<file path="config.mk">
export PLATFORM = sky130hd
export DESIGN_NAME = asc_serial
export DESIGN_NICKNAME = d
export VERILOG_FILES = /design/src/design/asc_pkg.sv /design/src/design/asc_serial.sv
export SDC_FILE = /design/constraint.sdc
export NUM_CORES = 1
export LEC_CHECK = 0
export CAP_MARGIN = 30
export CORE_MARGIN = 2
export CORE_UTILIZATION = 60
export CTS_CLUSTER_SIZE = 16
export DETAILED_ROUTE_END_ITERATION = 16
export DONT_BUFFER_PORTS = 1
export PLACE_DENSITY = 0.76
export SETUP_SLACK_MARGIN = 0.3
export SLEW_MARGIN = 15
export SYNTH_ARGS = -nofsm -noshare
export SYNTH_HDL_FRONTEND = slang
export SYNTH_SLANG_ARGS = --single-unit
</file>
<file path="constraint.sdc">
create_clock -name ref_clk -period 6.1 [get_ports ref_clk]
set_input_delay 0.915 -clock ref_clk [delete_from_list [all_inputs] [get_ports ref_clk]]
set_output_delay 0.915 -clock ref_clk [all_outputs]
set_load 0.01 [all_outputs]
</file>
<file path="src/design/asc_pkg.sv">
/*
  Constants for the asynchronous serial controller: register indices,
  field positions, reset values, divider codes and state types.
  Assumes a 32-bit Avalon-MM register bus with byte addresses.
*/
package asc_pkg;

  // ****************************************
  // Register indices (byte address is index times four)
  // ****************************************
  localparam logic [2:0] IDX_STATUS = 3'h0;
  localparam logic [2:0] IDX_DATA = 3'h1;
  localparam logic [2:0] IDX_BAUD = 3'h2;
  localparam logic [2:0] IDX_CTRL1 = 3'h3;
  localparam logic [2:0] IDX_CTRL2 = 3'h4;
  localparam logic [2:0] IDX_EXT_RX = 3'h5;
  localparam logic [2:0] IDX_EXT_TX = 3'h7;

  // ****************************************
  // Field positions
  // ****************************************
  localparam int CR2_TXE_IE = 7;
  localparam int CR2_TXDONE_IE = 6;
  localparam int CR2_RX_IE = 5;
  localparam int CR2_IDLE_IE = 4;
  localparam int CR2_TX_EN = 3;
  localparam int CR2_RX_EN = 2;
  localparam int CR2_MUTE = 1;
  localparam int CR2_BREAK = 0;
  localparam int CR1_R8 = 7;
  localparam int CR1_T8 = 6;
  localparam int CR1_WLEN = 4;
  localparam int CR1_WAKE = 3;
  localparam int SR_TXE = 7;
  localparam int SR_TXDONE = 6;
  localparam int SR_RXFULL = 5;
  localparam int SR_IDLE = 4;
  localparam int SR_OVR = 3;
  localparam int SR_FERR = 1;

  // ****************************************
  // Reset values
  // ****************************************
  localparam logic [7:0] RST_CTRL2 = 8'h00;
  localparam logic [6:0] RST_CTRL1 = 7'h00;
  localparam logic [7:0] RST_BAUD = 8'h00;
  localparam logic [7:0] RST_EXT = 8'h00;
  localparam logic RST_TXE_FLAG = 1'b1;
  localparam logic RST_TXDONE_FLAG = 1'b1;

  // ****************************************
  // Divider and timing constants
  // ****************************************
  localparam logic [10:0] PR_CODE0 = 11'h001;
  localparam logic [10:0] PR_CODE1 = 11'h003;
  localparam logic [10:0] PR_CODE2 = 11'h004;
  localparam logic [10:0] PR_CODE3 = 11'h00D;
  localparam logic [3:0] OS_LAST = 4'hF;
  localparam logic [3:0] OS_MID = 4'h7;
  localparam logic [3:0] FRAME_BITS_8 = 4'hA;
  localparam logic [3:0] FRAME_BITS_9 = 4'hB;

  typedef enum logic [1:0] {TX_IDLE, TX_WAIT, TX_SHIFT} asc_tx_st_t;
  typedef enum logic [1:0] {RX_HUNT, RX_START, RX_BITS} asc_rx_st_t;

endpackage

</file>
<file path="src/design/asc_serial.sv">
/*
  Asynchronous serial controller: control registers, data port, baud
  dividers, transmitter, receiver and status flags on an Avalon-MM slave.
  Assumes rx_line comes from a pin and is synchronised here.
*/
// Contract
// - Transmit empty with enable raises interrupt
// - Transmit done with enable raises interrupt
// - Overrun or receive full raise interrupt
// - Idle line with enable raises interrupt
// - Transmit enable; one bit wait first
// - Enable pulse while busy sends preamble
// - Transmit pin released when both disabled
// - Receive enable starts start-bit hunt
// - Mute bit, cleared by hardware on wake
// - Break bit sends breaks; pulse sends one
// - Data port: write transmit, read receive
// - Coarse prescaler codes give 1,3,4,13
// - Transmit divisor is two to code
// - Receive divisor is two to code
// - Nonzero extended receive value divides further
// - Nonzero extended transmit value divides further
// - Extended prescalers reset to zero
// - Transmit empty set on move, sequence clears
// - Overrun keeps held word on full
// - Word length selects eight or nine bits
// - Wake method: idle line or address mark
`timescale 1ns/100ps
`default_nettype none

module asc_serial (
  input wire logic ref_clk,
  input wire logic sys_rst,
  input wire logic [4:0] avs_address,
  input wire logic avs_read,
  input wire logic avs_write,
  input wire logic [31:0] avs_writedata,
  input wire logic [3:0] avs_byteenable,
  output logic [31:0] avs_readdata,
  output logic avs_waitrequest,
  input wire logic rx_line,
  output logic tx_line,
  output logic tx_line_oe,
  output logic serial_irq
);

  // ****************************************
  // Divider decoding
  // ****************************************
  function automatic logic [10:0] conv_div(input logic [1:0] pc, input logic [2:0] dc);
    logic [10:0] pr;
    case (pc)
      2'h0: pr = asc_pkg::PR_CODE0;
      2'h1: pr = asc_pkg::PR_CODE1;
      2'h2: pr = asc_pkg::PR_CODE2;
      default: pr = asc_pkg::PR_CODE3;
    endcase
    conv_div = pr << dc;
  endfunction

  function automatic logic [3:0] frame_bits(input logic wlen);
    frame_bits = wlen ? asc_pkg::FRAME_BITS_9 : asc_pkg::FRAME_BITS_8;
  endfunction

  // ****************************************
  // Bus slave and registers
  // ****************************************
  logic ack_r, ack_nxt;
  logic [31:0] rdata_r, rdata_nxt;
  logic [7:0] cr2_r, cr2_nxt;
  logic [6:0] cr1_r, cr1_nxt;
  logic [7:0] baud_r, baud_nxt;
  logic [7:0] ext_rx_r, ext_rx_nxt;
  logic [7:0] ext_tx_r, ext_tx_nxt;
  logic seen_r, seen_nxt;
  logic irq_r, irq_nxt;
  logic [7:0] tx_hold_r, tx_hold_nxt;
  logic acc, acc_rd, acc_wr;
  logic [2:0] idx;
  logic data_wr, data_rd;
  logic wake;
  logic tx_empty_flag_r, tc_r, rx_full_flag_r, or_r, fe_r, idle_r, r8_r;
  logic [7:0] rx_hold_r;
  logic [7:0] status;

  assign idx = avs_address[4:2];
  assign acc = (avs_read | avs_write) & ack_r;
  assign acc_rd = avs_read & ack_r;
  assign acc_wr = avs_write & ack_r & avs_byteenable[0];
  assign avs_waitrequest = (avs_read | avs_write) & ~ack_r;
  assign avs_readdata = rdata_r;
  assign data_wr = acc_wr & (idx == asc_pkg::IDX_DATA);
  assign data_rd = acc_rd & (idx == asc_pkg::IDX_DATA);
  assign serial_irq = irq_r;

  always_comb
  begin
    status = 8'h00;
    status[asc_pkg::SR_TXE] = tx_empty_flag_r;
    status[asc_pkg::SR_TXDONE] = tc_r;
    status[asc_pkg::SR_RXFULL] = rx_full_flag_r;
    status[asc_pkg::SR_IDLE] = idle_r;
    status[asc_pkg::SR_OVR] = or_r;
    status[asc_pkg::SR_FERR] = fe_r;
    ack_nxt = (avs_read | avs_write) & ~ack_r;
    rdata_nxt = rdata_r;
    if (ack_nxt)
    begin
      case (idx)
        asc_pkg::IDX_STATUS: rdata_nxt = {24'h000000, status};
        asc_pkg::IDX_DATA: rdata_nxt = {24'h000000, rx_hold_r};
        asc_pkg::IDX_BAUD: rdata_nxt = {24'h000000, baud_r};
        asc_pkg::IDX_CTRL1: rdata_nxt = {24'h000000, r8_r, cr1_r};
        asc_pkg::IDX_CTRL2: rdata_nxt = {24'h000000, cr2_r};
        asc_pkg::IDX_EXT_RX: rdata_nxt = {24'h000000, ext_rx_r};
        asc_pkg::IDX_EXT_TX: rdata_nxt = {24'h000000, ext_tx_r};
        default: rdata_nxt = 32'h00000000;
      endcase
    end
    cr2_nxt = cr2_r;
    cr1_nxt = cr1_r;
    baud_nxt = baud_r;
    ext_rx_nxt = ext_rx_r;
    ext_tx_nxt = ext_tx_r;
    tx_hold_nxt = tx_hold_r;
    if (wake)
      cr2_nxt[asc_pkg::CR2_MUTE] = 1'b0;
    if (acc_wr)
    begin
      case (idx)
        asc_pkg::IDX_DATA: tx_hold_nxt = avs_writedata[7:0];
        asc_pkg::IDX_BAUD: baud_nxt = avs_writedata[7:0];
        asc_pkg::IDX_CTRL1: cr1_nxt = avs_writedata[6:0];
        asc_pkg::IDX_CTRL2: cr2_nxt = avs_writedata[7:0];
        asc_pkg::IDX_EXT_RX: ext_rx_nxt = avs_writedata[7:0];
        asc_pkg::IDX_EXT_TX: ext_tx_nxt = avs_writedata[7:0];
        default: cr2_nxt = cr2_nxt;
      endcase
    end
    seen_nxt = seen_r;
    if (data_wr | data_rd)
      seen_nxt = 1'b0;
    if (acc & (idx == asc_pkg::IDX_STATUS))
      seen_nxt = 1'b1;
    irq_nxt = (cr2_r[asc_pkg::CR2_TXE_IE] & tx_empty_flag_r)
      | (cr2_r[asc_pkg::CR2_TXDONE_IE] & tc_r)
      | (cr2_r[asc_pkg::CR2_RX_IE] & (or_r | rx_full_flag_r))
      | (cr2_r[asc_pkg::CR2_IDLE_IE] & idle_r);
  end

  always_ff @(posedge ref_clk)
  begin
    if (sys_rst)
    begin
      ack_r <= 1'b0;
      rdata_r <= 32'h00000000;
      cr2_r <= asc_pkg::RST_CTRL2;
      cr1_r <= asc_pkg::RST_CTRL1;
      baud_r <= asc_pkg::RST_BAUD;
      ext_rx_r <= asc_pkg::RST_EXT;
      ext_tx_r <= asc_pkg::RST_EXT;
      tx_hold_r <= 8'h00;
      seen_r <= 1'b0;
      irq_r <= 1'b0;
    end
    else
    begin
      ack_r <= ack_nxt;
      rdata_r <= rdata_nxt;
      cr2_r <= cr2_nxt;
      cr1_r <= cr1_nxt;
      baud_r <= baud_nxt;
      ext_rx_r <= ext_rx_nxt;
      ext_tx_r <= ext_tx_nxt;
      tx_hold_r <= tx_hold_nxt;
      seen_r <= seen_nxt;
      irq_r <= irq_nxt;
    end
  end

  // ****************************************
  // Baud generators, channel 0 transmit, channel 1 receive
  // ****************************************
  logic [1:0] os_tick;

  for (genvar ch = 0; ch < 2; ch++)
  begin : g_baud
    logic [10:0] conv_cnt_r, conv_cnt_nxt;
    logic [7:0] ext_cnt_r, ext_cnt_nxt;
    logic [10:0] limit;
    logic [7:0] ext;
    logic conv_tick;
    logic tick;
    assign os_tick[ch] = tick;
    always_comb
    begin
      limit = conv_div(baud_r[7:6], (ch == 0) ? baud_r[5:3] : baud_r[2:0]);
      ext = (ch == 0) ? ext_tx_r : ext_rx_r;
      conv_tick = (conv_cnt_r >= limit - 11'h001);
      conv_cnt_nxt = conv_tick ? 11'h000 : conv_cnt_r + 11'h001;
      ext_cnt_nxt = ext_cnt_r;
      if (ext == 8'h00)
      begin
        tick = conv_tick;
        ext_cnt_nxt = 8'h00;
      end
      else
      begin
        tick = conv_tick & (ext_cnt_r >= ext - 8'h01);
        if (conv_tick)
          ext_cnt_nxt = tick ? 8'h00 : ext_cnt_r + 8'h01;
      end
    end
    always_ff @(posedge ref_clk)
    begin
      if (sys_rst)
      begin
        conv_cnt_r <= 11'h000;
        ext_cnt_r <= 8'h00;
      end
      else
      begin
        conv_cnt_r <= conv_cnt_nxt;
        ext_cnt_r <= ext_cnt_nxt;
      end
    end
  end

  // ****************************************
  // Transmitter
  // ****************************************
  asc_pkg::asc_tx_st_t tx_st_r, tx_st_nxt;
  logic [10:0] tx_sh_r, tx_sh_nxt;
  logic [3:0] tx_bits_r, tx_bits_nxt;
  logic [3:0] tx_os_r, tx_os_nxt;
  logic tx_data_r, tx_data_nxt;
  logic te_prev_r, sbk_prev_r, te_ever_r, te_ever_nxt;
  logic wait_pend_r, wait_pend_nxt, pre_pend_r, pre_pend_nxt, brk_pend_r, brk_pend_nxt;
  logic tx_empty_flag_nxt, tc_nxt;
  logic te, send_break_ctl, te_rise, sbk_fall;
  logic tx_pin_r, tx_pin_nxt;

  assign te = cr2_r[asc_pkg::CR2_TX_EN];
  assign send_break_ctl = cr2_r[asc_pkg::CR2_BREAK];
  assign te_rise = te & ~te_prev_r;
  assign sbk_fall = sbk_prev_r & ~send_break_ctl;
  assign tx_line = tx_pin_r;
  assign tx_line_oe = te_ever_r & (te | cr2_r[asc_pkg::CR2_RX_EN]);

  always_comb
  begin
    tx_st_nxt = tx_st_r;
    tx_sh_nxt = tx_sh_r;
    tx_bits_nxt = tx_bits_r;
    tx_os_nxt = tx_os_r;
    tx_data_nxt = tx_data_r;
    te_ever_nxt = te_ever_r | te;
    wait_pend_nxt = wait_pend_r;
    pre_pend_nxt = pre_pend_r;
    brk_pend_nxt = brk_pend_r;
    tx_empty_flag_nxt = tx_empty_flag_r;
    tc_nxt = tc_r;
    if (data_wr & seen_r)
    begin
      tx_empty_flag_nxt = 1'b0;
      tc_nxt = 1'b0;
    end
    if (te_rise)
    begin
      if (tx_st_r == asc_pkg::TX_SHIFT)
        pre_pend_nxt = 1'b1;
      else
        wait_pend_nxt = 1'b1;
    end
    if (sbk_fall & (tx_st_r == asc_pkg::TX_SHIFT))
      brk_pend_nxt = 1'b1;
    case (tx_st_r)
      asc_pkg::TX_IDLE:
      begin
        tx_os_nxt = 4'h0;
        tx_bits_nxt = 4'h0;
        if (te & os_tick[0])
        begin
          tx_st_nxt = asc_pkg::TX_SHIFT;
          tx_data_nxt = 1'b0;
          if (wait_pend_r | te_rise)
          begin
            tx_st_nxt = asc_pkg::TX_WAIT;
            wait_pend_nxt = 1'b0;
          end
          else if (send_break_ctl | brk_pend_r)
          begin
            tx_sh_nxt = 11'h000;
            brk_pend_nxt = 1'b0;
          end
          else if (pre_pend_r)
          begin
            tx_sh_nxt = 11'h7FF;
            pre_pend_nxt = 1'b0;
          end
          else if (~tx_empty_flag_r)
          begin
            tx_sh_nxt = {1'b1, cr1_r[asc_pkg::CR1_WLEN] ? cr1_r[asc_pkg::CR1_T8] : 1'b1,
              tx_hold_r, 1'b0};
            tx_data_nxt = 1'b1;
            tx_empty_flag_nxt = 1'b1;
          end
          else
            tx_st_nxt = asc_pkg::TX_IDLE;
        end
      end
      asc_pkg::TX_WAIT:
      begin
        if (os_tick[0])
        begin
          tx_os_nxt = tx_os_r + 4'h1;
          if (tx_os_r == asc_pkg::OS_LAST)
            tx_st_nxt = asc_pkg::TX_IDLE;
        end
      end
      asc_pkg::TX_SHIFT:
      begin
        if (os_tick[0])
        begin
          tx_os_nxt = tx_os_r + 4'h1;
          if (tx_os_r == asc_pkg::OS_LAST)
          begin
            tx_sh_nxt = {1'b1, tx_sh_r[10:1]};
            tx_bits_nxt = tx_bits_r + 4'h1;
            if (tx_bits_r == frame_bits(cr1_r[asc_pkg::CR1_WLEN]) - 4'h1)
            begin
              tx_st_nxt = asc_pkg::TX_IDLE;
              if (tx_data_r & tx_empty_flag_nxt)
                tc_nxt = 1'b1;
            end
          end
        end
      end
      default: tx_st_nxt = asc_pkg::TX_IDLE;
    endcase
    tx_pin_nxt = (tx_st_nxt == asc_pkg::TX_SHIFT) ? tx_sh_nxt[0] : 1'b1;
  end

  always_ff @(posedge ref_clk)
  begin
    if (sys_rst)
    begin
      tx_st_r <= asc_pkg::TX_IDLE;
      tx_sh_r <= 11'h7FF;
      tx_bits_r <= 4'h0;
      tx_os_r <= 4'h0;
      tx_data_r <= 1'b0;
      te_prev_r <= 1'b0;
      sbk_prev_r <= 1'b0;
      te_ever_r <= 1'b0;
      wait_pend_r <= 1'b0;
      pre_pend_r <= 1'b0;
      brk_pend_r <= 1'b0;
      tx_empty_flag_r <= asc_pkg::RST_TXE_FLAG;
      tc_r <= asc_pkg::RST_TXDONE_FLAG;
      tx_pin_r <= 1'b1;
    end
    else
    begin
      tx_st_r <= tx_st_nxt;
      tx_sh_r <= tx_sh_nxt;
      tx_bits_r <= tx_bits_nxt;
      tx_os_r <= tx_os_nxt;
      tx_data_r <= tx_data_nxt;
      te_prev_r <= te;
      sbk_prev_r <= send_break_ctl;
      te_ever_r <= te_ever_nxt;
      wait_pend_r <= wait_pend_nxt;
      pre_pend_r <= pre_pend_nxt;
      brk_pend_r <= brk_pend_nxt;
      tx_empty_flag_r <= tx_empty_flag_nxt;
      tc_r <= tc_nxt;
      tx_pin_r <= tx_pin_nxt;
    end
  end

  // ****************************************
  // Receiver
  // ****************************************
  asc_pkg::asc_rx_st_t rx_st_r, rx_st_nxt;
  logic rx_s1_r, rx_s2_r;
  logic [3:0] rx_os_r, rx_os_nxt;
  logic [3:0] rx_bit_r, rx_bit_nxt;
  logic [8:0] rx_sh_r, rx_sh_nxt;
  logic [7:0] idle_cnt_r, idle_cnt_nxt;
  logic arm_r, arm_nxt;
  logic rx_full_flag_nxt, or_nxt, fe_nxt, idle_nxt, r8_nxt;
  logic [7:0] rx_hold_nxt;
  logic re, mute, wlen;
  logic [7:0] rx_word;

  assign re = cr2_r[asc_pkg::CR2_RX_EN];
  assign mute = cr2_r[asc_pkg::CR2_MUTE];
  assign wlen = cr1_r[asc_pkg::CR1_WLEN];
  assign rx_word = wlen ? rx_sh_r[7:0] : rx_sh_r[8:1];

  always_comb
  begin
    rx_st_nxt = rx_st_r;
    rx_os_nxt = rx_os_r;
    rx_bit_nxt = rx_bit_r;
    rx_sh_nxt = rx_sh_r;
    idle_cnt_nxt = idle_cnt_r;
    arm_nxt = arm_r;
    rx_full_flag_nxt = rx_full_flag_r;
    or_nxt = or_r;
    fe_nxt = fe_r;
    idle_nxt = idle_r;
    r8_nxt = r8_r;
    rx_hold_nxt = rx_hold_r;
    wake = 1'b0;
    if (data_rd & seen_r)
    begin
      rx_full_flag_nxt = 1'b0;
      or_nxt = 1'b0;
      fe_nxt = 1'b0;
      idle_nxt = 1'b0;
    end
    if (~re)
    begin
      rx_st_nxt = asc_pkg::RX_HUNT;
      idle_cnt_nxt = 8'h00;
    end
    else if (os_tick[1])
    begin
      rx_os_nxt = rx_os_r + 4'h1;
      case (rx_st_r)
        asc_pkg::RX_HUNT:
        begin
          rx_os_nxt = 4'h0;
          if (~rx_s2_r)
          begin
            rx_st_nxt = asc_pkg::RX_START;
            idle_cnt_nxt = 8'h00;
          end
          else if (idle_cnt_r == {frame_bits(wlen), 4'h0})
          begin
            idle_cnt_nxt = 8'h00;
            arm_nxt = 1'b0;
            if (arm_r & mute & ~cr1_r[asc_pkg::CR1_WAKE])
              wake = 1'b1;
            else if (arm_r & ~mute)
              idle_nxt = 1'b1;
          end
          else
            idle_cnt_nxt = idle_cnt_r + 8'h01;
        end
        asc_pkg::RX_START:
        begin
          if (rx_os_r == asc_pkg::OS_MID)
          begin
            rx_os_nxt = 4'h0;
            rx_bit_nxt = 4'h0;
            rx_st_nxt = rx_s2_r ? asc_pkg::RX_HUNT : asc_pkg::RX_BITS;
          end
        end
        asc_pkg::RX_BITS:
        begin
          if (rx_os_r == asc_pkg::OS_LAST)
          begin
            rx_bit_nxt = rx_bit_r + 4'h1;
            if (rx_bit_r != frame_bits(wlen) - 4'h2)
              rx_sh_nxt = {rx_s2_r, rx_sh_r[8:1]};
            else
            begin
              rx_st_nxt = asc_pkg::RX_HUNT;
              arm_nxt = 1'b1;
              if (mute & cr1_r[asc_pkg::CR1_WAKE] & rx_sh_r[8])
                wake = 1'b1;
              if (~mute | wake)
              begin
                if (rx_full_flag_r)
                  or_nxt = 1'b1;
                else
                begin
                  rx_hold_nxt = rx_word;
                  r8_nxt = rx_sh_r[8];
                  fe_nxt = ~rx_s2_r;
                  rx_full_flag_nxt = 1'b1;
                end
              end
            end
          end
        end
        default: rx_st_nxt = asc_pkg::RX_HUNT;
      endcase
    end
  end

  always_ff @(posedge ref_clk)
  begin
    if (sys_rst)
    begin
      rx_st_r <= asc_pkg::RX_HUNT;
      rx_s1_r <= 1'b1;
      rx_s2_r <= 1'b1;
      rx_os_r <= 4'h0;
      rx_bit_r <= 4'h0;
      rx_sh_r <= 9'h000;
      idle_cnt_r <= 8'h00;
      arm_r <= 1'b0;
      rx_full_flag_r <= 1'b0;
      or_r <= 1'b0;
      fe_r <= 1'b0;
      idle_r <= 1'b0;
      r8_r <= 1'b0;
      rx_hold_r <= 8'h00;
    end
    else
    begin
      rx_st_r <= rx_st_nxt;
      rx_s1_r <= rx_line;
      rx_s2_r <= rx_s1_r;
      rx_os_r <= rx_os_nxt;
      rx_bit_r <= rx_bit_nxt;
      rx_sh_r <= rx_sh_nxt;
      idle_cnt_r <= idle_cnt_nxt;
      arm_r <= arm_nxt;
      rx_full_flag_r <= rx_full_flag_nxt;
      or_r <= or_nxt;
      fe_r <= fe_nxt;
      idle_r <= idle_nxt;
      r8_r <= r8_nxt;
      rx_hold_r <= rx_hold_nxt;
    end
  end

endmodule

`default_nettype wire
</file>
Word level (Yosys, flattened, before mapping):

Index checks and enable logic that the tools add are counted.
Widths: inputs -> output; s select.

* eq/ne operators: 31
* bitwise operators: 48
* reductions and logical operators: 35
* shifts and indexed selects: 2
* $lt $le $gt $ge: 4
* muxes and demuxes: 136
* add/sub/neg operators: 15
* div/mod/pow operators: 0
* multipliers: 0

Operators with widths (count)
* $mux 1: 90
* $mux 11: 7
* $pmux 8 s7: 1
* $mux 8: 5
* $mux 2: 17
* $pmux 4 s2: 4
* $and 1x1->1: 27
* $add 8x1->8 const B: 3
* $mux 4: 6
* $add 11x1->11 const B: 2
* $ge 11x11->1: 2
* $pmux 11 s2: 1
* $shl 11x3->11: 2
* $sub 11x1->11 const B: 2
* $reduce_and 2->1: 10
* $ne 2x2->1 const B: 9
* $add 4x1->4 const B: 4
* $ge 8x8->1: 2
* $logic_not 8->1: 2
* $sub 8x1->8 const B: 2
* $reduce_and 5->1: 3
* $reduce_and 7->1: 2
* $reduce_or 2->1: 7
* $pmux 2 s3: 2
* 23 further kinds: 59

* output and inout bits: 36
* logic and storage cells: 315
* bits in registers: 194
* latch bits: 0
* bits in read-only memories: 0
* RAM bits: 0
* memories: 0

Logic depth before layout (Yosys ltp):

Gate-level depths: netlist (run 1).

* word-level depth: 17
* gate-level depth with buffers: 24
* gate-level depth less buffers: 20

Least setup slack after synthesis (run 1):

No wires, ideal clock.

* path kind: register to register
* start: reg baud_r[5]
* end: reg tx_pin_r (netlist: tx_line)
* library setup time: 0.134 ns
* data required time: 5.966 ns
* clock period less this slack: 4.422 ns
* arrival: 4.288 ns
* slack: 1.678 ns
* cell stages (with the launch flop): 21
* buffers on the path: 4
* path through: dfxtp_1 -> clkbuf_1 -> clkbuf_1 -> buf_1 -> a211o_1 -> ha_1 -> clkbuf_1 -> nand2_1 -> o22a_1 -> o21ai_0 -> nor2_1 -> o22a_1 -> ha_1 -> nand4_1 -> nor2_1 -> a21oi_1 -> a2bb2oi_4 -> nand2_4 -> mux2_4 -> a2111o_1 -> or4b_1

* longest elaborated chain between the ends: 11
* elaborated cells on any way between the ends: 16

RTL lines
* from (decl): RTL line asc_serial.sv:72 `logic [7:0] baud_r, baud_nxt;`
* from (signal assigned): RTL line asc_serial.sv:159 `baud_r <= asc_pkg::RST_BAUD;`
* from (signal assigned): RTL line asc_serial.sv:172 `baud_r <= baud_nxt;`
* $shl 11x3->11 (*): RTL line asc_serial.sv:58 `conv_div = pr << dc;`
* $sub 11x1->11 (*): RTL line asc_serial.sv:199 `conv_tick = (conv_cnt_r >= limit - 11'h001);`
* $ge 11x11->1 (*): RTL line asc_serial.sv:199
* $and 1x1->1: RTL line asc_serial.sv:209 `tick = conv_tick & (ext_cnt_r >= ext - 8'h01);`
* $mux 1 (*): RTL line asc_serial.sv:202 `if (ext == 8'h00)`
* $and 1x1->1: RTL line asc_serial.sv:282 `if (te & os_tick[0])`
* $mux 2: RTL line asc_serial.sv:282
* $pmux 2 s3: RTL line asc_serial.sv:277 `case (tx_st_r)`
* $eq 2x2->1: RTL line asc_serial.sv:341 `tx_pin_nxt = (tx_st_nxt == asc_pkg::TX_SHIFT) ? tx_sh_nxt[0] : 1'b1;`
* $not 1->1 (no source line)
* $reduce_or 2->1 (no source line)
* to (signal assigned): RTL line asc_serial.sv:378 `tx_pin_r <= tx_pin_nxt;`
* to (decl): RTL line asc_serial.sv:241 `logic tx_pin_r, tx_pin_nxt;`

Every way passes the cells marked *; elsewhere a longest branch is shown, timed or not. The select of a mux whose other input is x is not followed.
A chain may end at the register's enable or synchronous reset.

Final worst setup path (run 1):

* start: reg baud_r[0]
* end: reg rx_sh_r[8]

* longest elaborated chain between the ends: 6

RTL lines
* $shl 11x3->11 (*): RTL line asc_serial.sv:58
* $sub 11x1->11 (*): RTL line asc_serial.sv:199
* $ge 11x11->1 (*): RTL line asc_serial.sv:199
* $and 1x1->1: RTL line asc_serial.sv:209
* $mux 1 (*): RTL line asc_serial.sv:202
* $reduce_and 5->1 (no source line) (*)
* to (signal assigned): RTL line asc_serial.sv:521 `rx_sh_r <= rx_sh_nxt;`
* to (decl): RTL line asc_serial.sv:389 `logic [8:0] rx_sh_r, rx_sh_nxt;`

Every way passes the cells marked *; elsewhere a longest branch is shown, timed or not.

==> results.sh, run 1 <==
export IMPL_fin_skew_ns=0.008854
export IMPL_critPathLaunch="baud_r[0]"
export IMPL_ys_seq_area_frac=0.3497
export IMPL_vias_per_cell=5.918
export IMPL_cts_max_level=4
export IMPL_netSwitchingPower_mw=0.5116
export IMPL_relSlewSlack=0.3075
export IMPL_synth_largest_area_cell="dfxtp_1"
export IMPL_ys_types=75
export IMPL_die_area_um2=17250
export IMPL_hold_class="flop to flop"
export IMPL_fin_ws_ns=0.8721
export IMPL_r2r_end="rx_sh_r[8]"
export IMPL_cts_sinks=170
export IMPL_dpl_cell_area_um2=9739
export IMPL_post_cts_buffers=0
export IMPL_die_x_um=131.4
export IMPL_drt_initial_drc_count=491
export IMPL_grt_use_total=0.2517
export IMPL_path_class="flop to flop"
export IMPL_fp_coreArea_um2=15890
export IMPL_cts_buffer_depth=2
export IMPL_p_int_mw=1.813
export IMPL_path_delay_family="compound AO/OA/AOI/OAI gates"
export IMPL_routed_wl_um=21660
export IMPL_r2r_cells=17
export IMPL_wire_per_inst_um=16.01
export IMPL_preCtsSetupSlack_ns=1.056
export IMPL_root_buffer="clkbuf_16"
export IMPL_holdBufCountCts=0
export IMPL_final_max_slew_violation_count=0
export IMPL_slowest_delay_ns=0.78
export IMPL_place_congestion=0.8455
export IMPL_peakVddDrop_uv=207.8
export IMPL_start_util=0.6126
export IMPL_cts_repair_resized=0
export IMPL_worst_ep_required_time_ns=6.41
export IMPL_rsz0062_at_grt="false"
export IMPL_numPortBuffers=0
export IMPL_setup_viol=0
export IMPL_fill_cells=1384
export IMPL_async_flop_share=0
export IMPL_setup_tns_ns=0
export IMPL_min_period_ns=5.228
export IMPL_end_kind="flop"
export IMPL_num_antenna_cells=0
export IMPL_clock_latency_ns=0.43
export IMPL_dp_cells=1322
export IMPL_pin_count=82
export IMPL_p_sw_frac=0.2200
export IMPL_power_mw=2.325
export IMPL_synthTopCellsByArea="dfxtp_1 (35%), mux2i_1 (7.5%), ha_1 (7.5%)"
export IMPL_cts_made_buffers=17
export IMPL_worstHoldStart="rx_s1_r"
export IMPL_syn_avg_cell_area_um2=8.374
export IMPL_ys_flop_type="dfxtp_1"
export IMPL_path_clk_slew_ns=0.06
export IMPL_worstPathCellList="inv_1 > nand2_1 > a21oi_1 > nand2b_1 > ha_1 > maj3_1 > o221ai_1 > o21ai_0 > nand3_1 > o21ai_0 > ha_1 > nand4_1 > o211a_1 > o21ai_1 > nand4_1 > mux2i_1 > nor2_1"
export IMPL_synth_top_area_share=0.3497
export IMPL_grt_pass1_wl_um=35720
export IMPL_max_freq_mhz=191.3
export IMPL_drive_above_1_share=0.06596
export IMPL_r2r_start="baud_r[0]"
export IMPL_die_y_um=131.4
export IMPL_yosysWarnings=0
export IMPL_synth_edf_count=0
export IMPL_grt_pass1_vias=7269
export IMPL_ys_seq_elements=170
export IMPL_final_area_um2=10340
export IMPL_final_cells=1353
export IMPL_dp_hpwl_um=15050
export IMPL_r2r_slack_ns=0.87
export IMPL_antenna_found_initial=0
export IMPL_path_max_fanout=15
export IMPL_startpoint_type="flop"
export IMPL_syn_area_um2=9731
export IMPL_ant_nets=0
export IMPL_syn_inst=1162
export IMPL_hold_viol_final=0
export IMPL_drcViolationCount=0
export IMPL_p_leak_nw=3.995
export IMPL_vias=8007
export IMPL_final_nets=1229
export IMPL_cp_num_buf_inv=1
export IMPL_drtPass1Iterations=5
export IMPL_finalCritPeriodShare=0.8570
export IMPL_crit_slowest_cell="nand4_1"
export IMPL_drv_cap=0
export IMPL_gr_total_overflow=0
export IMPL_clock_power_share=0.476
export IMPL_power_frac_comb=0.042
export IMPL_worst_pin_slew_ns=1.034
export IMPL_row_count=46
export IMPL_p_seq_frac=0.483
export IMPL_powerDensity_nw_per_um2=224.8
export IMPL_status="complete, no violations"
export IMPL_cts_tree="built"
export IMPL_hold_end="rx_s2_r"
export IMPL_crit_arrival_ns=5.54
export IMPL_grt_max_degree=140
export IMPL_whs_path_depth=1
export IMPL_area_growth_pct=6.275
[kinds of logic after synthesis]
| kind of cell | share of synthesized area |
|---|---|
| AOI/OAI and AO/OA | 0.1502 |
| xor gates and xnor gates | 0.04410 |
| adders and majority gates | 0.07561 |
| buffers and inverters | 0.05632 |
| DFF | 0.3497 |
| muxes | 0.1067 |
| other | 0.0003854 |
| and+or+nand+nor | 0.2169 |
[worst max-delay path by stage]
stage | to | slack, ns | depth (start not counted)
after floorplan | tx_line | 1.68 | 20
after global placement | rx_sh_r[2] | 1.11 | 17
after detailed placement | rx_sh_r[1] | 1.06 | 17
after CTS | rx_sh_r[8] | 0.93 | 17
after global routing | rx_sh_r[8] | 0.51 | 17
final | rx_sh_r[8] | 0.87 | 17
[area by class of cell]
cell class	count	area, um2	area share
flip-flops and latches	170	3403	0.3291
inverters	32	120.1	0.01162
clock buffers	21	460.4	0.04453
repair buffers	10	75.07	0.007260
well taps	216	270.3	0.02613
multi-input cells	894	5871	0.5677
clock inverters	10	141.4	0.01367
[metal layers]
layer | vias to the layer above | track usage | wire length, um
li1 | 4008 | - | -
met1 | 3759 | 0.3293 | 9734
met2 | 200 | 0.4091 | 10070
met3 | 40 | 0.06404 | 1394
met4 | 0 | 0.08031 | 461
met5 | - | 0 | 0
[layout by cell type (no fill, tap or decap), drive strengths merged, types with 7 or more instances in the layout]
cell | synthesis | routed
nor2 | 191 | 191
dfxtp | 170 | 170
a21oi | 86 | 86
nand2 | 78 | 78
mux2i | 73 | 73
ha | 58 | 58
o21ai | 45 | 45
nand3 | 31 | 31
inv | 30 | 31
xor2 | 30 | 30
nor3 | 29 | 29
conb | 1 | 24
nand4 | 21 | 21
clkbuf | 55 | 21
xnor2 | 19 | 19
and3 | 17 | 17
a22oi | 13 | 13
a211oi | 13 | 13
nand2b | 11 | 11
nor2b | 11 | 11
mux2 | 11 | 11
buf | 34 | 10
a31oi | 9 | 9
nor3b | 9 | 9
a21o | 9 | 9
mux4 | 8 | 8
or2 | 7 | 7
[stage by stage]
stage,hold WS (ns),utilization
after floorplan,0.3895,-
after CTS,0.4268,0.6510
after global routing,0.4349,0.6510
after detailed placement,0.4051,0.6131
final,0.4181,0.6510
after global placement,0.4038,0.6126
[flip-flops by register name, summed over array words and instances, names as in the netlist, 2 cells and up]
name and cells:
rx_bit_r 4, rx_hold_r 8, ext_rx_r 8, cr1_r 7, avs_readdata 8, baud_r 8, tx_st_r 2, rx_st_r 2
rx_os_r 4, tx_bits_r 4, tx_os_r 4, cr2_r 8, idle_cnt_r 8, rx_sh_r 9, g_baud.ext_cnt_r 16, ext_tx_r 8
g_baud.conv_cnt_r 22, tx_sh_r 11, tx_hold_r 8
[cells in the mapped netlist, types with 4 or more instances]
cell,n
nor2_1,190
dfxtp_1,170
a21oi_1,86
nand2_1,76
mux2i_1,73
ha_1,58
clkbuf_1,55
o21ai_0,45
nand3_1,31
inv_1,30
xor2_1,30
nor3_1,29
buf_4,24
nand4_1,21
xnor2_1,19
and3_1,17
a211oi_1,13
a22oi_1,13
nand2b_1,11
mux2_2,10
nor2b_1,10
a21o_1,9
a31oi_1,9
nor3b_1,9
mux4_2,8
buf_1,7
or2_2,7
a211o_1,6
a32o_1,6
and2_1,6
nand4b_1,4
nor4_1,4
o21a_1,4
o22ai_1,4
or3_1,4
or4_1,4
[power by group through the flow]
stage	clock (mW)	combinational [mW]	sequential, mW
after CTS	1.12	0.0963	1.12
after global placement	0	0.0946	1.15
final	1.11	0.0971	1.12
after detailed placement	0	0.0957	1.15
after floorplan	0	0.106	1.14
after global routing	1.17	0.107	1.12
No activity file was read; power rests on OpenSTA's default activity.
==> run 2: changes to the inputs <==
--- a/config.mk
+++ b/config.mk
@@ -7,11 +7,11 @@
 export LEC_CHECK = 0
 export CAP_MARGIN = 30
 export CORE_MARGIN = 2
-export CORE_UTILIZATION = 60
+export CORE_UTILIZATION = 28
 export CTS_CLUSTER_SIZE = 16
 export DETAILED_ROUTE_END_ITERATION = 16
 export DONT_BUFFER_PORTS = 1
-export PLACE_DENSITY = 0.76
+export REMOVE_ABC_BUFFERS = 1
 export SETUP_SLACK_MARGIN = 0.3
 export SLEW_MARGIN = 15
 export SYNTH_ARGS = -nofsm -noshare
==> run 2 against run 1 <==
Net effect: critical path depth is 2 higher; global-route usage is 13 points lower; critical path type unchanged; clock power is 5% lower; sequential share of layout area is 0.83 points lower; clock-buffer cell count stayed put; hold slack worse by 0.0040 ns; maximum frequency is 1.5% higher; register-to-register slack better by 0.08 ns; die area is 110% higher; sequential cell count stayed put; critical endpoint is now tx_line; routed wire length is 4.8% higher.
==> results.sh, run 2 (synthesis gave the netlist of run 1 again) <==
export IMPL_status="complete, no violations"
export IMPL_place_congestion=0.8181
export IMPL_hold_viol_final=0
export IMPL_die_y_um=190.4
export IMPL_grt_pass1_vias=7277
export IMPL_wire_per_inst_um=14.24
export IMPL_crit_arrival_ns=5.46
export IMPL_area_growth_pct=9.040
export IMPL_dp_hpwl_um=15860
export IMPL_drt_initial_drc_count=610
export IMPL_row_count=68
export IMPL_critPathLaunch="baud_r[6]"
export IMPL_fin_ws_ns=0.9476
export IMPL_setup_tns_ns=0
export IMPL_antenna_found_initial=0
export IMPL_path_clk_slew_ns=0.06
export IMPL_numPortBuffers=0
export IMPL_p_seq_frac=0.492
export IMPL_cts_repair_resized=0
export IMPL_wl_met3_um=1068
export IMPL_netSwitchingPower_mw=0.5418
export IMPL_setup_viol=0
export IMPL_max_freq_mhz=194.1
export IMPL_final_cell_mix="nor2_1 (190), dfxtp_1 (170), a21oi_1 (86)"
export IMPL_drtPass1Iterations=6
export IMPL_root_buffer="clkbuf_16"
export IMPL_worst_ep_required_time_ns=6.41
export IMPL_start_util=0.2831
export IMPL_dp_cells=1561
export IMPL_drcViolationCount=0
export IMPL_final_nets=1229
export IMPL_vias=7890
export IMPL_final_max_slew_violation_count=0
export IMPL_ant_nets=0
export IMPL_p_int_mw=1.739
export IMPL_worst_pin_slew_ns=0.9417
export IMPL_finalCoreUtilization=0.3087
export IMPL_dr_wl_met2_um=10260
export IMPL_fin_skew_ns=0.01030
export IMPL_peakVddDrop_uv=206.5
export IMPL_power_frac_comb=0.043
export IMPL_vias_per_cell=4.953
export IMPL_gr_total_overflow=0
export IMPL_cts_sinks=170
export IMPL_grt_pass1_wl_um=36920
export IMPL_p_leak_nw=3.986
export IMPL_routed_wl_um=22690
export IMPL_end_kind="flop"
export IMPL_fp_coreArea_um2=34370
export IMPL_r2r_cells=19
export IMPL_num_antenna_cells=0
export IMPL_holdBufCountCts=0
export IMPL_r2r_start="baud_r[6]"
export IMPL_cts_tree="built"
export IMPL_path_max_fanout=17
export IMPL_p_sw_frac=0.2375
export IMPL_path_class="flop to flop"
export IMPL_die_x_um=190.4
export IMPL_top_layer_used="met4"
export IMPL_min_period_ns=5.152
export IMPL_pin_count=82
export IMPL_r2r_slack_ns=0.95
export IMPL_final_cells=1593
export IMPL_grt_use_total=0.1262
export IMPL_cts_made_buffers=17
export IMPL_reg_largest_list="g_baud.conv_cnt_r x22, g_baud.ext_cnt_r x16, tx_sh_r x11"
export IMPL_clock_power_share=0.465
export IMPL_relSlewSlack=0.3699
export IMPL_finalCritPeriodShare=0.8446
export IMPL_whs_path_depth=1
export IMPL_final_common_cell="nor2_1"
export IMPL_r2r_end="tx_line"
export IMPL_drive_above_1_share=0.06678
export IMPL_clock_latency_ns=0.44
export IMPL_cts_max_level=4
export IMPL_preCtsSetupSlack_ns=1.004
export IMPL_largest_reg_flops=22
export IMPL_regMostFlops="g_baud.conv_cnt_r"
export IMPL_startpoint_type="flop"
export IMPL_powerDensity_nw_per_um2=215.0
export IMPL_power_mw=2.281
export IMPL_rsz0062_at_grt="false"
export IMPL_die_area_um2=36260
export IMPL_worstHoldStart="rx_s1_r"
export IMPL_grt_max_degree=140
export IMPL_hold_class="flop to flop"
export IMPL_drv_cap=0
export IMPL_wl_met1_um=11010
export IMPL_hold_end="rx_s2_r"
export IMPL_cts_buffer_depth=2
export IMPL_post_cts_buffers=0
run 2: worst max-delay path by stage:
stage,to,slack [ns]
after floorplan,fe_r,0.80
after global placement,tx_line,1.10
after detailed placement,tx_line,1.00
after CTS,tx_line,0.97
after global routing,tx_line,0.53
final,tx_line,0.95
run 2: per-layer routing:
metal,track usage,vias to the layer above
met5,0,-
met4,0.04114,0
met3,0.03110,26
met2,0.1961,140
met1,0.1707,3723
li1,-,4001
run 2: final cells by class:
class,instances,area (um2)
Clock buffer,21,460.4
Clock inverter,11,107.6
Fill cell,3638,23760
Inverter,32,120.1
Multi-Input combinational cell,894,5871
Sequential cell,170,3403
Tap cell,455,569.3
Timing Repair Buffer,10,78.83
run 2: worst max-delay path: stages (launching register included):
cell       delay (ns)
dfxtp_1          0.52
clkinv_1         0.33
nand2_1          0.23
nand2_1          0.07
a211o_1          0.32
ha_1             0.30
nor2_1           0.15
nand2_1          0.09
nand2_1          0.07
a221oi_1         0.07
o22a_1           0.23
ha_1             0.31
nand2_1          0.05
o21ai_0          0.21
nand2b_1         0.19
a2bb2oi_4        0.51
nand2_4          0.13
mux2_4           0.31
a2111o_1         0.42
or4b_1           0.48
run 2: power groups by stage:
stage | sequential (mW) | combinational (mW) | clock, mW
5_1_grt | 1.12 | 0.110 | 1.13
3_5_place_dp | 1.15 | 0.0974 | 0
3_3_place_gp | 1.15 | 0.0952 | 0
2_1_floorplan | 1.15 | 0.0745 | 0
6_report | 1.12 | 0.0984 | 1.06
4_1_cts | 1.12 | 0.0978 | 1.09
run 2: metrics by stage:
step	hold WS, ns	cell area, um2
after floorplan	0.3895	9389
after global placement	0.3999	10020
after detailed placement	0.4022	10040
after CTS	0.4183	10610
after global routing	0.4355	10610
final	0.4141	10610
==> run 3: changes to the inputs <==
--- a/config.mk
+++ b/config.mk
@@ -5,6 +5,7 @@
 export SDC_FILE = /design/constraint.sdc
 export NUM_CORES = 1
 export LEC_CHECK = 0
+export ABC_AREA = 1
 export CAP_MARGIN = 30
 export CORE_MARGIN = 2
 export CORE_UTILIZATION = 28
==> constraint.sdc (replaced) <==
create_clock -name ref_clk -period 5.31 [get_ports ref_clk]
set_input_delay 0.7965 -clock ref_clk [delete_from_list [all_inputs] [get_ports ref_clk]]
set_output_delay 0.7965 -clock ref_clk [all_outputs]
set_load 0.01 [all_outputs]
==> run 3 against run 2 <==
Net effect: final area increased by 1.8%; sequential share of layout area decreased by 0.55 points; non-clock buffer count decreased by 7; routed wire length increased by 6.4%; global-route usage increased by 0.83 points; clock power increased by 30%; synthesized cell count increased by 24%; die area increased by 0.91%; area after synthesis increased by 0.93%; hold slack improved by 0.012 ns; setup slack improved by 0.40 ns; register-to-register slack improved by 0.40 ns.
==> results.sh, run 3 <==
export IMPL_status="complete, no violations"
export IMPL_syn_avg_cell_area_um2=6.839
export IMPL_rsz0062_at_grt="false"
export IMPL_clock_power_share=0.482
export IMPL_path_class="flop to flop"
export IMPL_final_cell_mix="nand2_1 (305), nor2_1 (198), dfxtp_1 (170)"
export IMPL_die_y_um=191.3
export IMPL_drive_above_1_share=0.05021
export IMPL_grt_use_total=0.1345
export IMPL_num_antenna_cells=0
export IMPL_hold_end="rx_s2_r"
export IMPL_numPortBuffers=0
export IMPL_finalCritPeriodShare=0.7470
export IMPL_synth_edf_count=0
export IMPL_p_int_mw=2.179
export IMPL_worstPathCellList="nand2_1 > nand2_1 > nor2_1 > nand2_1 > ha_1 > inv_1 > nor2_1 > nand3_1 > xor2_1 > ha_1 > nand2_1 > nor3_1 > nand4_1 > nand3_1 > buf_4 > nand2_2 > nor2_1 > inv_1 > a21oi_1 > nor2_1"
export IMPL_final_common_cell="nand2_1"
export IMPL_cts_tree="built"
export IMPL_fp_coreArea_um2=34540
export IMPL_cp_num_buf_inv=3
export IMPL_root_buffer="clkbuf_16"
export IMPL_dp_hpwl_um=17920
export IMPL_pin_count=82
export IMPL_r2r_cells=20
export IMPL_power_frac_comb=0.067
export IMPL_reg_largest_list="g_baud.conv_cnt_r x22, g_baud.ext_cnt_r x16, tx_sh_r x11"
export IMPL_whs_path_depth=1
export IMPL_r2r_start="baud_r[7]"
export IMPL_finalCoreUtilization=0.3126
export IMPL_startpoint_type="flop"
export IMPL_p_leak_nw=4.675
export IMPL_peakVddDrop_uv=187.1
export IMPL_cts_repair_resized=0
export IMPL_clock_latency_ns=0.43
export IMPL_final_max_slew_violation_count=0
export IMPL_cts_buffer_depth=2
export IMPL_final_cells=1889
export IMPL_crit_arrival_ns=4.29
export IMPL_p_seq_frac=0.451
export IMPL_cts_made_buffers=17
export IMPL_synth_largest_area_cell="dfxtp_1"
export IMPL_die_area_um2=36590
export IMPL_cts_sinks=170
export IMPL_vias=8809
export IMPL_slowest_delay_ns=0.51
export IMPL_syn_inst=1436
export IMPL_p_sw_frac=0.2412
export IMPL_holdBufCountCts=0
export IMPL_start_util=0.2843
export IMPL_antenna_found_initial=1
export IMPL_ys_seq_area_frac=0.3465
export IMPL_ys_seq_elements=170
export IMPL_vias_per_cell=4.663
export IMPL_r2r_end="idle_cnt_r[0]"
export IMPL_async_flop_share=0
export IMPL_path_max_fanout=11
export IMPL_ant_nets=0
export IMPL_yosysWarnings=0
export IMPL_setup_viol=0
export IMPL_dp_cells=1858
export IMPL_path_clk_slew_ns=0.07
export IMPL_netSwitchingPower_mw=0.6926
export IMPL_ys_types=47
export IMPL_row_count=68
export IMPL_hold_viol_final=0
export IMPL_r2r_slack_ns=1.34
export IMPL_ys_flop_type="dfxtp_1"
export IMPL_grt_pass1_vias=8161
export IMPL_end_kind="flop"
export IMPL_syn_area_um2=9821
export IMPL_grt_pass1_wl_um=39810
export IMPL_regMostFlops="g_baud.conv_cnt_r"
export IMPL_post_cts_buffers=0
export IMPL_power_mw=2.872
export IMPL_fill_cells=3772
export IMPL_gr_total_overflow=0
export IMPL_setup_tns_ns=0
export IMPL_fin_skew_ns=0.01083
export IMPL_largest_reg_flops=22
export IMPL_drcViolationCount=0
export IMPL_wire_per_inst_um=12.78
export IMPL_yosysMostFrequentCell="nand2_1"
export IMPL_relSlewSlack=0.4548
export IMPL_final_nets=1526
export IMPL_max_freq_mhz=252.1
export IMPL_synth_common_cells="nand2_1 (305), nor2_1 (198), dfxtp_1 (170)"
export IMPL_synthTopCellsByArea="dfxtp_1 (35%), nand2_1 (12%), nor2_1 (7.6%)"
export IMPL_die_x_um=191.3
export IMPL_grt_max_degree=37
export IMPL_drv_cap=0
export IMPL_path_delay_family="simple AND/OR/NAND/NOR gates"
export IMPL_hold_class="flop to flop"
export IMPL_routed_wl_um=24130
export IMPL_crit_slowest_cell="nor2_1"
export IMPL_drtPass1Iterations=5
export IMPL_synth_top_area_share=0.3465
export IMPL_powerDensity_nw_per_um2=266.0
export IMPL_place_congestion=0.8635
export IMPL_min_period_ns=3.967
export IMPL_worst_pin_slew_ns=0.8167
export IMPL_cts_max_level=4
export IMPL_drt_initial_drc_count=610
export IMPL_area_growth_pct=9.938
export IMPL_worstHoldStart="rx_s1_r"
export IMPL_worst_ep_required_time_ns=5.63
-- run 3: changes by cell type after synthesis, moves of 15 or more --
cell	delta
a21oi_1	+24
and3_1	-15
clkbuf_1	-33
inv_1	+124
mux2i_1	-73
nand2_1	+229
nand3_1	+43
o21ai_0	+61
-- run 3: worst max-delay path by stage --
stage / depth (start not counted) / start / slack (ns) / end
5_1_grt: 20 / baud_r[7] / 0.93 / idle_cnt_r[0]
4_1_cts: 20 / baud_r[7] / 1.37 / idle_cnt_r[0]
6_report: 20 / baud_r[7] / 1.34 / idle_cnt_r[0]
3_3_place_gp: 20 / baud_r[7] / 1.44 / idle_cnt_r[0]
3_5_place_dp: 20 / baud_r[7] / 1.39 / idle_cnt_r[0]
2_1_floorplan: 19 / baud_r[7] / 2.07 / idle_cnt_r[0]
-- run 3: metal layers --
layer / global-route usage / routed length, um / share of wire
met1: 0.1751 / 11420 / 0.47
met2: 0.2165 / 10850 / 0.45
met3: 0.03507 / 1402 / 0.058
met4: 0.04201 / 467 / 0.019
met5: 0 / 0 / 0
-- run 3: power by group through the flow --
stage	Sequential (mW)	Clock (mW)	Combinational, mW
6_report	1.29	1.38	0.194
5_1_grt	1.29	1.46	0.222
4_1_cts	1.29	1.42	0.194
3_5_place_dp	1.32	0	0.193
3_3_place_gp	1.32	0	0.190
2_1_floorplan	1.32	0	0.146
-- run 3: per-stage QoR --
stage	cell area, um2	hold WS, ns	setup WS (ns)
final	10800	0.4266	1.343
after detailed placement	10150	0.4116	1.390
after global routing	10800	0.4057	0.9300
after floorplan	9562	0.3895	2.072
after CTS	10800	0.4116	1.372
after global placement	10150	0.3993	1.437
-- run 3: cell families (layout without fill, tap and decap cells) --
family,count (synthesis),count (layout),synth area share
XOR/XNOR,45,45,0.04013
adder cells (fa/ha/maj),58,58,0.07390
buffers and inverters,223,198,0.09785
flip-flops,170,170,0.3465
AO/OA/AOI/OAI,272,272,0.1484
other,1,24,0.0003818
AND/OR/NAND/NOR,667,667,0.2928
-- run 3: worst register-to-register path, cell delays in order, from the launching register on --
cell	delay, ns
dfxtp_1	0.48
nand2_1	0.16
nand2_1	0.10
nor2_1	0.06
nand2_1	0.12
ha_1	0.20
inv_1	0.05
nor2_1	0.22
nand3_1	0.16
xor2_1	0.17
ha_1	0.30
nand2_1	0.08
nor3_1	0.19
nand4_1	0.10
nand3_1	0.11
buf_4	0.21
nand2_2	0.13
nor2_1	0.51
inv_1	0.25
a21oi_1	0.21
nor2_1	0.06
-- run 3: area by class of cell --
type | count | area (um2) | share of cell area
Clock buffer | 18 | 429.2 | 0.03975
Clock inverter | 13 | 214.0 | 0.01982
Inverter | 164 | 615.6 | 0.05702
Multi-Input combinational cell | 1066 | 5543 | 0.5134
Sequential cell | 170 | 3403 | 0.3152
Tap cell | 455 | 569.3 | 0.05273
Timing Repair Buffer | 3 | 22.52 | 0.002086
